### config.mk
export PLATFORM = sky130hd
export DESIGN_NAME = vcst_top
export DESIGN_NICKNAME = d
export VERILOG_FILES = /design/src/vcst_pkg.sv /design/src/vcst_stream_if.sv /design/src/vcst_fifo.sv /design/src/vcst_top.sv
export VERILOG_INCLUDE_DIRS = /design/src
export SDC_FILE = /design/constraint.sdc
export NUM_CORES = 1
export LEC_CHECK = 0
export BUFFER_PORTS_ARGS = -buffer_cell sky130_fd_sc_hd__clkbuf_2
export CAP_MARGIN = 25
export CORE_MARGIN = 3
export CORE_UTILIZATION = 45
export CTS_BUF_LIST = sky130_fd_sc_hd__clkbuf_8
export DETAILED_ROUTE_END_ITERATION = 10
export PLACE_DENSITY_LB_ADDON = 0.1
export SLEW_MARGIN = 5
export SYNTH_ARGS = -nofsm -noshare
export SYNTH_HDL_FRONTEND = slang
export SYNTH_SLANG_ARGS = --single-unit
### constraint.sdc
create_clock -name clk -period 4.1 [get_ports clk]
set_input_delay 0.41 -clock clk [delete_from_list [all_inputs] [get_ports clk]]
set_output_delay 0.41 -clock clk [all_outputs]
set_load 0.005 [all_outputs]
### src/vcst_consts.svh
// constants for the voice converter sample timing block
// Function
// pwm output has 1024 duty levels
// default pwm rate 16 kHz at 20.48 MHz
// software selects 10 kHz or 16 kHz pwm rate
// adc gives 8-bit samples at 16 kHz ticks
// two independent adc and dac rate timers
// timers free run, tick at each wrap
// pwm is a single two-level line
// new duty loaded only at dac tick
`ifndef VCST_CONSTS_SVH
`define VCST_CONSTS_SVH
`define VCST_CLK_HZ        125000000
`define VCST_XTAL_HZ       20480000
`define VCST_RATE_16K_HZ   16000
`define VCST_RATE_10K_HZ   10000
`define VCST_PWM_BITS      10
`define VCST_ADC_BITS      8
`define VCST_FIFO_DEPTH    16
// divisions of the crystal, rounded down to whole cycles
`define VCST_DIV_16K       (`VCST_XTAL_HZ / `VCST_RATE_16K_HZ)
`define VCST_DIV_10K       (`VCST_XTAL_HZ / `VCST_RATE_10K_HZ)
`define VCST_DAC_RATE_RST  1'h0
`endif

### src/vcst_pkg.sv
// types shared by the sample timing block
`default_nettype none
package vcst_pkg;
  typedef logic [9:0]  vcst_duty_t;
  typedef logic [7:0]  vcst_adc_t;
  typedef logic [11:0] vcst_div_t;
  typedef enum logic [0:0] {
    VCST_RATE_16K = 1'b0,
    VCST_RATE_10K = 1'b1
  } vcst_rate_e;
endpackage : vcst_pkg
`default_nettype wire

### src/vcst_stream_if.sv
// valid/ready stream carrier between the block's modules
`default_nettype none
interface vcst_stream_if #(parameter int WIDTH = 10);
  logic [WIDTH-1:0] data;
  logic             valid;
  logic             ready;
  modport src (output data, output valid, input ready);
  modport snk (input data, input valid, output ready);
endinterface : vcst_stream_if
`default_nettype wire

### src/vcst_fifo.sv
// parameterised fifo with valid/ready on both sides
`default_nettype none
module vcst_fifo #(
  parameter int WIDTH = 10,
  parameter int DEPTH = 16
) (
  input  wire logic clk,
  input  wire logic rstn,
  vcst_stream_if.snk wr,
  vcst_stream_if.src rd
);
  localparam int AW = $clog2(DEPTH);
  logic [WIDTH-1:0] mem [DEPTH];
  logic [AW:0]      wptr_reg;
  logic [AW:0]      rptr_reg;
  logic [WIDTH-1:0] dout_reg;
  logic             dvalid_reg;
  wire              full  = (wptr_reg[AW] != rptr_reg[AW]) &&
                            (wptr_reg[AW-1:0] == rptr_reg[AW-1:0]);
  wire              empty = (wptr_reg == rptr_reg);
  wire              push  = wr.valid && !full;
  // output register refills when empty or being taken
  wire              pop   = !empty && (!dvalid_reg || rd.ready);
  assign wr.ready = !full;
  assign rd.data  = dout_reg;
  assign rd.valid = dvalid_reg;
  // storage has no reset, read data leave through a register
  always_ff @(posedge clk) begin
    if (push) begin
      mem[wptr_reg[AW-1:0]] <= wr.data;
    end
  end
  always_ff @(posedge clk or negedge rstn) begin
    if (!rstn) begin
      wptr_reg   <= '0;
      rptr_reg   <= '0;
      dout_reg   <= '0;
      dvalid_reg <= 1'b0;
    end else begin
      if (push) wptr_reg <= wptr_reg + 1'b1;
      if (pop) begin
        rptr_reg   <= rptr_reg + 1'b1;
        dout_reg   <= mem[rptr_reg[AW-1:0]];
        dvalid_reg <= 1'b1;
      end else if (rd.ready) begin
        dvalid_reg <= 1'b0;
      end
    end
  end
endmodule : vcst_fifo
`default_nettype wire

### src/vcst_top.sv
// sample-rate timers, pwm dac output and adc sample capture
`include "vcst_consts.svh"
`default_nettype none
module vcst_top
  import vcst_pkg::*;
(
  input  wire logic       clk,
  input  wire logic       rstn,
  input  wire logic       xtal_clk,
  input  wire logic       dac_rate_sel,
  input  wire logic [9:0] dac_sample,
  input  wire logic       dac_valid,
  output logic            dac_ready,
  input  wire logic [7:0] adc_code,
  output logic [7:0]      adc_sample,
  output logic            adc_valid,
  output logic            pwm_out,
  output logic            dac_tick,
  output logic            adc_tick
);
  // crystal arrives as a pin: two flops before any logic looks at it
  logic xtal_s1_reg;
  logic xtal_s2_reg;
  logic xtal_s3_reg;
  always_ff @(posedge clk or negedge rstn) begin
    if (!rstn) begin
      xtal_s1_reg <= 1'b0;
      xtal_s2_reg <= 1'b0;
      xtal_s3_reg <= 1'b0;
    end else begin
      xtal_s1_reg <= xtal_clk;
      xtal_s2_reg <= xtal_s1_reg;
      xtal_s3_reg <= xtal_s2_reg;
    end
  end
  wire xtal_rise = xtal_s2_reg && !xtal_s3_reg;

  // rate select is a level from software, synchronised too
  logic rate_s1_reg;
  logic rate_s2_reg;
  always_ff @(posedge clk or negedge rstn) begin
    if (!rstn) begin
      rate_s1_reg <= `VCST_DAC_RATE_RST;
      rate_s2_reg <= `VCST_DAC_RATE_RST;
    end else begin
      rate_s1_reg <= dac_rate_sel;
      rate_s2_reg <= rate_s1_reg;
    end
  end
  wire vcst_rate_e dac_rate = vcst_rate_e'(rate_s2_reg);

  // two independent dividers: index 0 paces the dac, 1 the adc
  localparam vcst_div_t DIV16 = vcst_div_t'(`VCST_DIV_16K);
  localparam vcst_div_t DIV10 = vcst_div_t'(`VCST_DIV_10K);
  wire vcst_div_t div_end [2];
  assign div_end[0] = (dac_rate == VCST_RATE_10K) ? DIV10 - 1'b1 : DIV16 - 1'b1;
  assign div_end[1] = DIV16 - 1'b1;
  logic [1:0] tick_w;
  genvar g;
  generate
    for (g = 0; g < 2; g++) begin : g_div
      vcst_div_t cnt_reg;
      wire       wrap = xtal_rise && (cnt_reg >= div_end[g]);
      // free running; >= lets a rate change up to 16 kHz take effect at once
      always_ff @(posedge clk or negedge rstn) begin
        if (!rstn) begin
          cnt_reg <= '0;
        end else if (xtal_rise) begin
          cnt_reg <= wrap ? '0 : cnt_reg + 1'b1;
        end
      end
      assign tick_w[g] = wrap;
    end
  endgenerate

  always_ff @(posedge clk or negedge rstn) begin
    if (!rstn) begin
      dac_tick <= 1'b0;
      adc_tick <= 1'b0;
    end else begin
      dac_tick <= tick_w[0];
      adc_tick <= tick_w[1];
    end
  end

  // dac samples queue in the fifo; producer sees its back-pressure
  vcst_stream_if #(.WIDTH(`VCST_PWM_BITS)) fin ();
  vcst_stream_if #(.WIDTH(`VCST_PWM_BITS)) fout ();
  assign fin.data  = dac_sample;
  // only a taken sample enters: a held offer while ready is low must not queue twice
  assign fin.valid = dac_valid && dac_ready;
  assign fout.ready = tick_w[0];
  vcst_fifo #(.WIDTH(`VCST_PWM_BITS), .DEPTH(`VCST_FIFO_DEPTH)) u_fifo (
    .clk  (clk),
    .rstn (rstn),
    .wr   (fin),
    .rd   (fout)
  );
  always_ff @(posedge clk or negedge rstn) begin
    if (!rstn) dac_ready <= 1'b0;
    else       dac_ready <= fin.ready && !(dac_valid && dac_ready);
  end

  // duty held for a whole period; an empty fifo repeats the last sample
  vcst_duty_t duty_reg;
  vcst_duty_t pwm_cnt_reg;
  always_ff @(posedge clk or negedge rstn) begin
    if (!rstn) begin
      duty_reg <= '0;
    end else if (tick_w[0] && fout.valid) begin
      duty_reg <= fout.data;
    end
  end

  // 1024-step ramp advanced on crystal edges, restarted each dac tick
  always_ff @(posedge clk or negedge rstn) begin
    if (!rstn) begin
      pwm_cnt_reg <= '0;
    end else if (tick_w[0]) begin
      pwm_cnt_reg <= '0;
    end else if (xtal_rise && pwm_cnt_reg != '1) begin
      pwm_cnt_reg <= pwm_cnt_reg + 1'b1;
    end
  end
  wire pwm_next = (pwm_cnt_reg < duty_reg);
  always_ff @(posedge clk or negedge rstn) begin
    if (!rstn) pwm_out <= 1'b0;
    else       pwm_out <= pwm_next;
  end

  // adc code from the converter pin, captured once per adc tick
  vcst_adc_t adc_s1_reg;
  vcst_adc_t adc_s2_reg;
  always_ff @(posedge clk or negedge rstn) begin
    if (!rstn) begin
      adc_s1_reg <= '0;
      adc_s2_reg <= '0;
    end else begin
      adc_s1_reg <= adc_code;
      adc_s2_reg <= adc_s1_reg;
    end
  end
  always_ff @(posedge clk or negedge rstn) begin
    if (!rstn) begin
      adc_sample <= '0;
      adc_valid  <= 1'b0;
    end else begin
      adc_valid <= tick_w[1];
      if (tick_w[1]) adc_sample <= adc_s2_reg;
    end
  end
endmodule : vcst_top
`default_nettype wire
Word level (Yosys, flattened, before mapping) --
Memories as Yosys holds them, arrays and structs flattened. A register that Yosys moved wholly into a read port is not among the register bits. Cells that the tools add are included.
Word-level totals: memories 1, output and inout port bits 13, RAM bits 160, register bits 88
Operators by class: eq/ne operators 4, reductions and logical operators 19, $lt $le $gt $ge 3, $add $sub $neg 5, mux-type cells 9
Memories:
- u_fifo.mem | depth 16, width 10, read ports 1, clocked after Yosys merged registers in 1, wr ports 1, RTL line vcst_fifo.sv:13 | logic [WIDTH-1:0] mem [DEPTH];
Operators with widths (number):
- 10-bit two-way mux | 3
- 12-bit by 1-bit adder with 12-bit output, second input constant | 2
- 12-bit two-way mux | 2
- 12-bit by 11-bit >= comparator with 1-bit output | 1
- 12-bit by 11-bit >= comparator with 1-bit output, second input constant | 1
- 10-bit by 1-bit adder with 10-bit output, second input constant | 1
- 5-bit by 1-bit adder with 5-bit output, second input constant | 2
- 1-bit logical AND | 10
- 10-bit < comparator | 1
- 10-bit != test, second input constant | 1
- 1-bit zero test | 6
- 5-bit == test | 1
- 4-bit == test | 1
- 1-bit two-way mux | 4
- 2-bit nonzero test | 2
- 1-bit logical OR | 1
- 1-bit != test | 1

Logic depth before layout (Yosys ltp) --
depth after elaboration 6, depth in mapped cells 8

Modules after synthesis --
A second synthesis with hierarchy kept.
Second synthesis, totals: cell total of the unflattened synthesis 654, area, all modules 10635.2 µm²
By module, submodules not included:
- vcst_fifo | cells an instance 374, times used 1, sequential area each 5330.1 µm², area an instance 7290.7 µm²
- vcst_top | cells an instance 280, times used 1, sequential area each 1926.8 µm², area an instance 3344.5 µm²

Least setup slack after synthesis --
No wires, ideal clock.
kind register to register, start register u_fifo.rptr_reg[0], end memory u_fifo.mem[1][0] (enable), data arrival time 2.154 ns, path buffers 1, path slack 1.543 ns, cell stages (with the launch flop) 6, setup time 0.404 ns, required time 3.696 ns, path through dfrtp_1 -> buf_4 -> xor2_1 -> nor4_4 -> a21oi_2 -> nor4bb_1
Between the ends: word-level cells in the longest chain between the ends 6
RTL lines:
- start: declaration | RTL line vcst_fifo.sv:15 | logic [AW:0] rptr_reg;
- start signal: assignment | RTL line vcst_fifo.sv:42 | rptr_reg <= rptr_reg + 1'b1;
- 4-bit == test | RTL line vcst_fifo.sv:19 | (wptr_reg[AW-1:0] == rptr_reg[AW-1:0]);
- 1-bit logical AND | RTL line vcst_fifo.sv:18 | wire full = (wptr_reg[AW] != rptr_reg[AW]) &&
- 1-bit zero test | RTL line vcst_fifo.sv:21 | wire push = wr.valid && !full;
- 1-bit logical AND | RTL line vcst_fifo.sv:21
- 1-bit two-way mux | RTL line vcst_fifo.sv:29 | if (push) begin
- 1-bit two-way mux (implied by the code) | RTL line vcst_fifo.sv:30 | mem[wptr_reg[AW-1:0]] <= wr.data;
- end: declaration | RTL line vcst_fifo.sv:13
Every way passes these cells.

Final worst setup path --
start register u_fifo.wptr_reg[3], end memory u_fifo.mem[5][6] (enable)
Between the ends: word-level cells in the longest chain between the ends 6
RTL lines:
- start: declaration | RTL line vcst_fifo.sv:14 | logic [AW:0] wptr_reg;
- start signal: assignment | RTL line vcst_fifo.sv:40 | if (push) wptr_reg <= wptr_reg + 1'b1;
- 4-bit == test | RTL line vcst_fifo.sv:19
- 1-bit logical AND | RTL line vcst_fifo.sv:18
- 1-bit zero test | RTL line vcst_fifo.sv:21
- 1-bit logical AND | RTL line vcst_fifo.sv:21
- 1-bit two-way mux | RTL line vcst_fifo.sv:29
- 1-bit two-way mux (implied by the code) | RTL line vcst_fifo.sv:30
Parallel ways exist; a longest one is shown, timed or not.

==> flow_summary_export.csv <==
group,metric,value,unit
detailed_routing,wirelength,20600,um
logic_synthesis,synth_cell_types,62,
grt,grt_pass1_vias,5703,
final_layout,final_util,0.524,
floorplanning,dieHeight,158,um
sta,setup_ws,1.36,ns
sta,finalHoldViolCount,0,
sta,fin_crit,2.74,ns
final_layout,antenna_cells,0,
critical_path,slowest_stage,"dfrtp_1",
grt,gr-total-overflow,0,
power_and_ir_drop,p_sw_frac,0.247,
power_and_ir_drop,combPwrFrac,0.096,
detailed_routing,vias,5436,
final_layout,syn_to_final_growth,14.2,%
cts,numCtsBuffers,43,
detailed_routing,post_drt_wl_per_cell,20.4,um
detailed_routing,drt-initial-drc-count,380,
final_layout,largest_register_ffs,160,
power_and_ir_drop,p_seq_frac,0.520,
run_status,status,"finished clean",
sta,rsz0062_at_grt,"no",
critical_path,crit_family,"flip-flops",
sta,relSlewSlack,0.330,
detailed_routing,dr.pass1.iters,4,
power_and_ir_drop,powerDensity,512,nW/um^2
logic_synthesis,async_reset_ff_frac,0.380,
detailed_routing,drc,0,
logic_synthesis,synth_edf_count,160,
final_layout,drive_gt1_frac,0.231,
sta,tightest_slew,0.999,ns
cts,root_buffer,"clkbuf_8",
grt,grt_antenna_before_repair,0,
detailed_routing,vias_per_cell,5.39,
cts,clk_pin_slew,0.06,ns
critical_path,reg2reg_slack,1.36,ns
power_and_ir_drop,clkPwrFrac,0.384,
logic_synthesis,synthFlopType,"edfxtp_1",
cts,post_cts_resized,0,
sta,fin_setup_tns,0,ns
floorplanning,initial_core_util,0.459,
placement,globalplace.congestion,0.801,
final_layout,n_fill_cell,1896,
cts,clkLatencyLatePin,0.54,ns
power_and_ir_drop,power,6.10,mW
sta,clock_skew,0.0160,ns
power_and_ir_drop,ir_worst_vdd,0.288,mV
critical_path,path_cells,"xor2_1 -> nor4_4 -> a21oi_2 -> nand2_1 -> nor3b_1 -> buf_4",
cts,cts_hold_buf,11,
power_and_ir_drop,p_sw,1.51,mW
logic_synthesis,syn_inst,617,
critical_path,max_stage_delay,0.73,ns
cts,h-tree-depth,2,
cts,clock-sinks,258,
grt,grt_max_degree,63,
logic_synthesis,ys_seq_area_frac,0.696,
power_and_ir_drop,internal_power,4.59,mW
final_layout,design_area,11900,um^2
placement,placed_cell_area,10900,um^2
job,drv_cap,0,
critical_path,arrival,2.98,ns
power_and_ir_drop,p_leak,4.66,nW
floorplanning,die_area,25000,um^2
sta,clock.fmax,0.365,GHz
logic_synthesis,syn_avg_cell_area,16.9,um^2
critical_path,worstSetupPathType,"reg -> reg",
floorplanning,core.rowCount,55,
detailed_routing,drtAntennaViolNets,0,
hold_path,hold_path_class,"in -> reg",
sta,min_period_over_period,0.668,
cts,cts_tree,"built",
cts,clockBufferDepth,3,
logic_synthesis,synth_area,10400,um^2
sta,setup_violations,0,
floorplanning,chipWidth,158,um
grt,grt_pass1_wl,32300,um
critical_path,critPathBufInv,1,
floorplanning,pin_count,36,
sta,drv_slew,0,
final_layout,fin_nets,733,
critical_path,cp.required,4.34,ns
placement,port_buffers,35,
placement,dp_hpwl,13000,um
grt,grt.total_usage,0.173,
critical_path,endpoint_kind,"flip-flop",
logic_synthesis,synth_fp_nets,659,
placement,place_ws,1.41,ns
critical_path,cp_max_fo,18,
floorplanning,core_area,22700,um^2
logic_synthesis,ys_ff_latch,258,
cts,post_cts_buffers,0,
critical_path,start_kind,"flip-flop",
logic_synthesis,ys_warn_count,0,
[layout by cell type (no fill, tap or decap), drive strengths merged, types with 5 or more instances in the layout]
| master | count |
|---|---|
| edfxtp | 160 |
| dfrtp | 98 |
| clkbuf | 83 |
| mux4 | 40 |
| inv | 38 |
| nor2 | 33 |
| nand2 | 28 |
| o21ai | 26 |
| ha | 19 |
| mux2 | 19 |
| xnor2 | 16 |
| xor2 | 15 |
| nand3 | 11 |
| dlygate4sd3 | 11 |
| buf | 11 |
| a22o | 10 |
| a221oi | 10 |
| a21oi | 8 |
| clkinv | 8 |
| a21o | 7 |
| nand4 | 7 |
| or3 | 6 |
| and4 | 5 |
| nor3 | 5 |
[worst register-to-register path, delay by kind of cell (launching register included)]
kind / cells / cell delay, ns
compound gates: 1 / 0.57
buf+inv: 1 / 0.24
flops: 1 / 0.73
xor+xnor: 1 / 0.29
simple gates: 3 / 0.59
[metrics by stage]
stage                     hold slack [ns]  cells
after CTS                           0.304   1009
final                               0.314   1009
after global routing                0.305   1009
after global placement              0.332    920
after floorplan                     0.114    617
after detailed placement            0.339    920
[path summary, 6_finish.rpt]
check                                    from                  end  cells past startpoint
setup / recovery           u_fifo.wptr_reg[3]     u_fifo.mem[5][6]                      6
min in group asynchronous                rstn  g_div[0].cnt_reg[6]                      2
hold / removal                      dac_valid            dac_ready                      3
max in group asynchronous                rstn          duty_reg[7]                      3
setup reg to reg           u_fifo.wptr_reg[3]     u_fifo.mem[5][6]                      6
hold reg to reg                 adc_s1_reg[2]        adc_s2_reg[2]                      0
[area by class of cell]
class | instances | area (um^2) | share of cell area
clock buffers | 49 | 674 | 0.0567
flip-flops and latches | 258 | 7260 | 0.610
multi-input cells | 311 | 2940 | 0.247
well taps | 285 | 357 | 0.0300
clock inverters | 29 | 226 | 0.0190
inverters | 21 | 78.8 | 0.00662
repair buffers | 56 | 363 | 0.0305
[kinds of logic after synthesis]
kind of cell | Yosys count | synth area share
flops | 258 | 0.696
simple gates | 128 | 0.0711
compound gates | 73 | 0.0533
mux | 60 | 0.108
buf+inv | 48 | 0.0223
xor+xnor | 31 | 0.0261
fa+ha+maj | 19 | 0.0228
[power groups by stage]
stage	clock, mW	combinational (mW)	sequential [mW]
2_1_floorplan	0	0.420	3.14
3_3_place_gp	0	0.565	3.21
3_5_place_dp	0	0.586	3.22
4_1_cts	2.42	0.596	3.17
5_1_grt	2.55	0.664	3.20
6_report	2.34	0.584	3.17
[layer usage]
metal,wire length (um),track usage,vias up
met5,0,0,-
met4,406,0.0537,0
met3,812,0.0342,37
met2,10700,0.297,94
met1,8680,0.222,2790
li1,-,-,2515
[Yosys cell counts, types with 3 or more instances]
library cell | number | area (um^2)
edfxtp_1 | 160 | 4800
dfrtp_1 | 98 | 2450
mux4_2 | 40 | 901
nor2_1 | 32 | 120
nand2_1 | 27 | 101
inv_1 | 21 | 78.8
ha_1 | 19 | 238
xnor2_1 | 16 | 140
mux2_1 | 15 | 169
o21ai_0 | 15 | 75.1
xor2_1 | 15 | 131
buf_2 | 11 | 55.1
nand3_1 | 11 | 55.1
o21ai_1 | 11 | 55.1
a22o_1 | 10 | 87.6
a21o_1 | 7 | 52.6
a21oi_1 | 7 | 35.0
a221oi_2 | 7 | 105
nand4_1 | 6 | 37.5
or3_1 | 6 | 37.5
and4_1 | 5 | 43.8
nor3_1 | 5 | 25.0
and4b_1 | 4 | 40.0
buf_1 | 4 | 15.0
buf_4 | 4 | 30.0
clkbuf_1 | 4 | 15.0
mux2_2 | 4 | 45.0
nor3b_1 | 4 | 30.0
a221oi_1 | 3 | 26.3
and2_1 | 3 | 18.8
buf_6 | 3 | 33.8
nor2b_1 | 3 | 18.8
No activity file was read; power rests on OpenSTA's default activity.
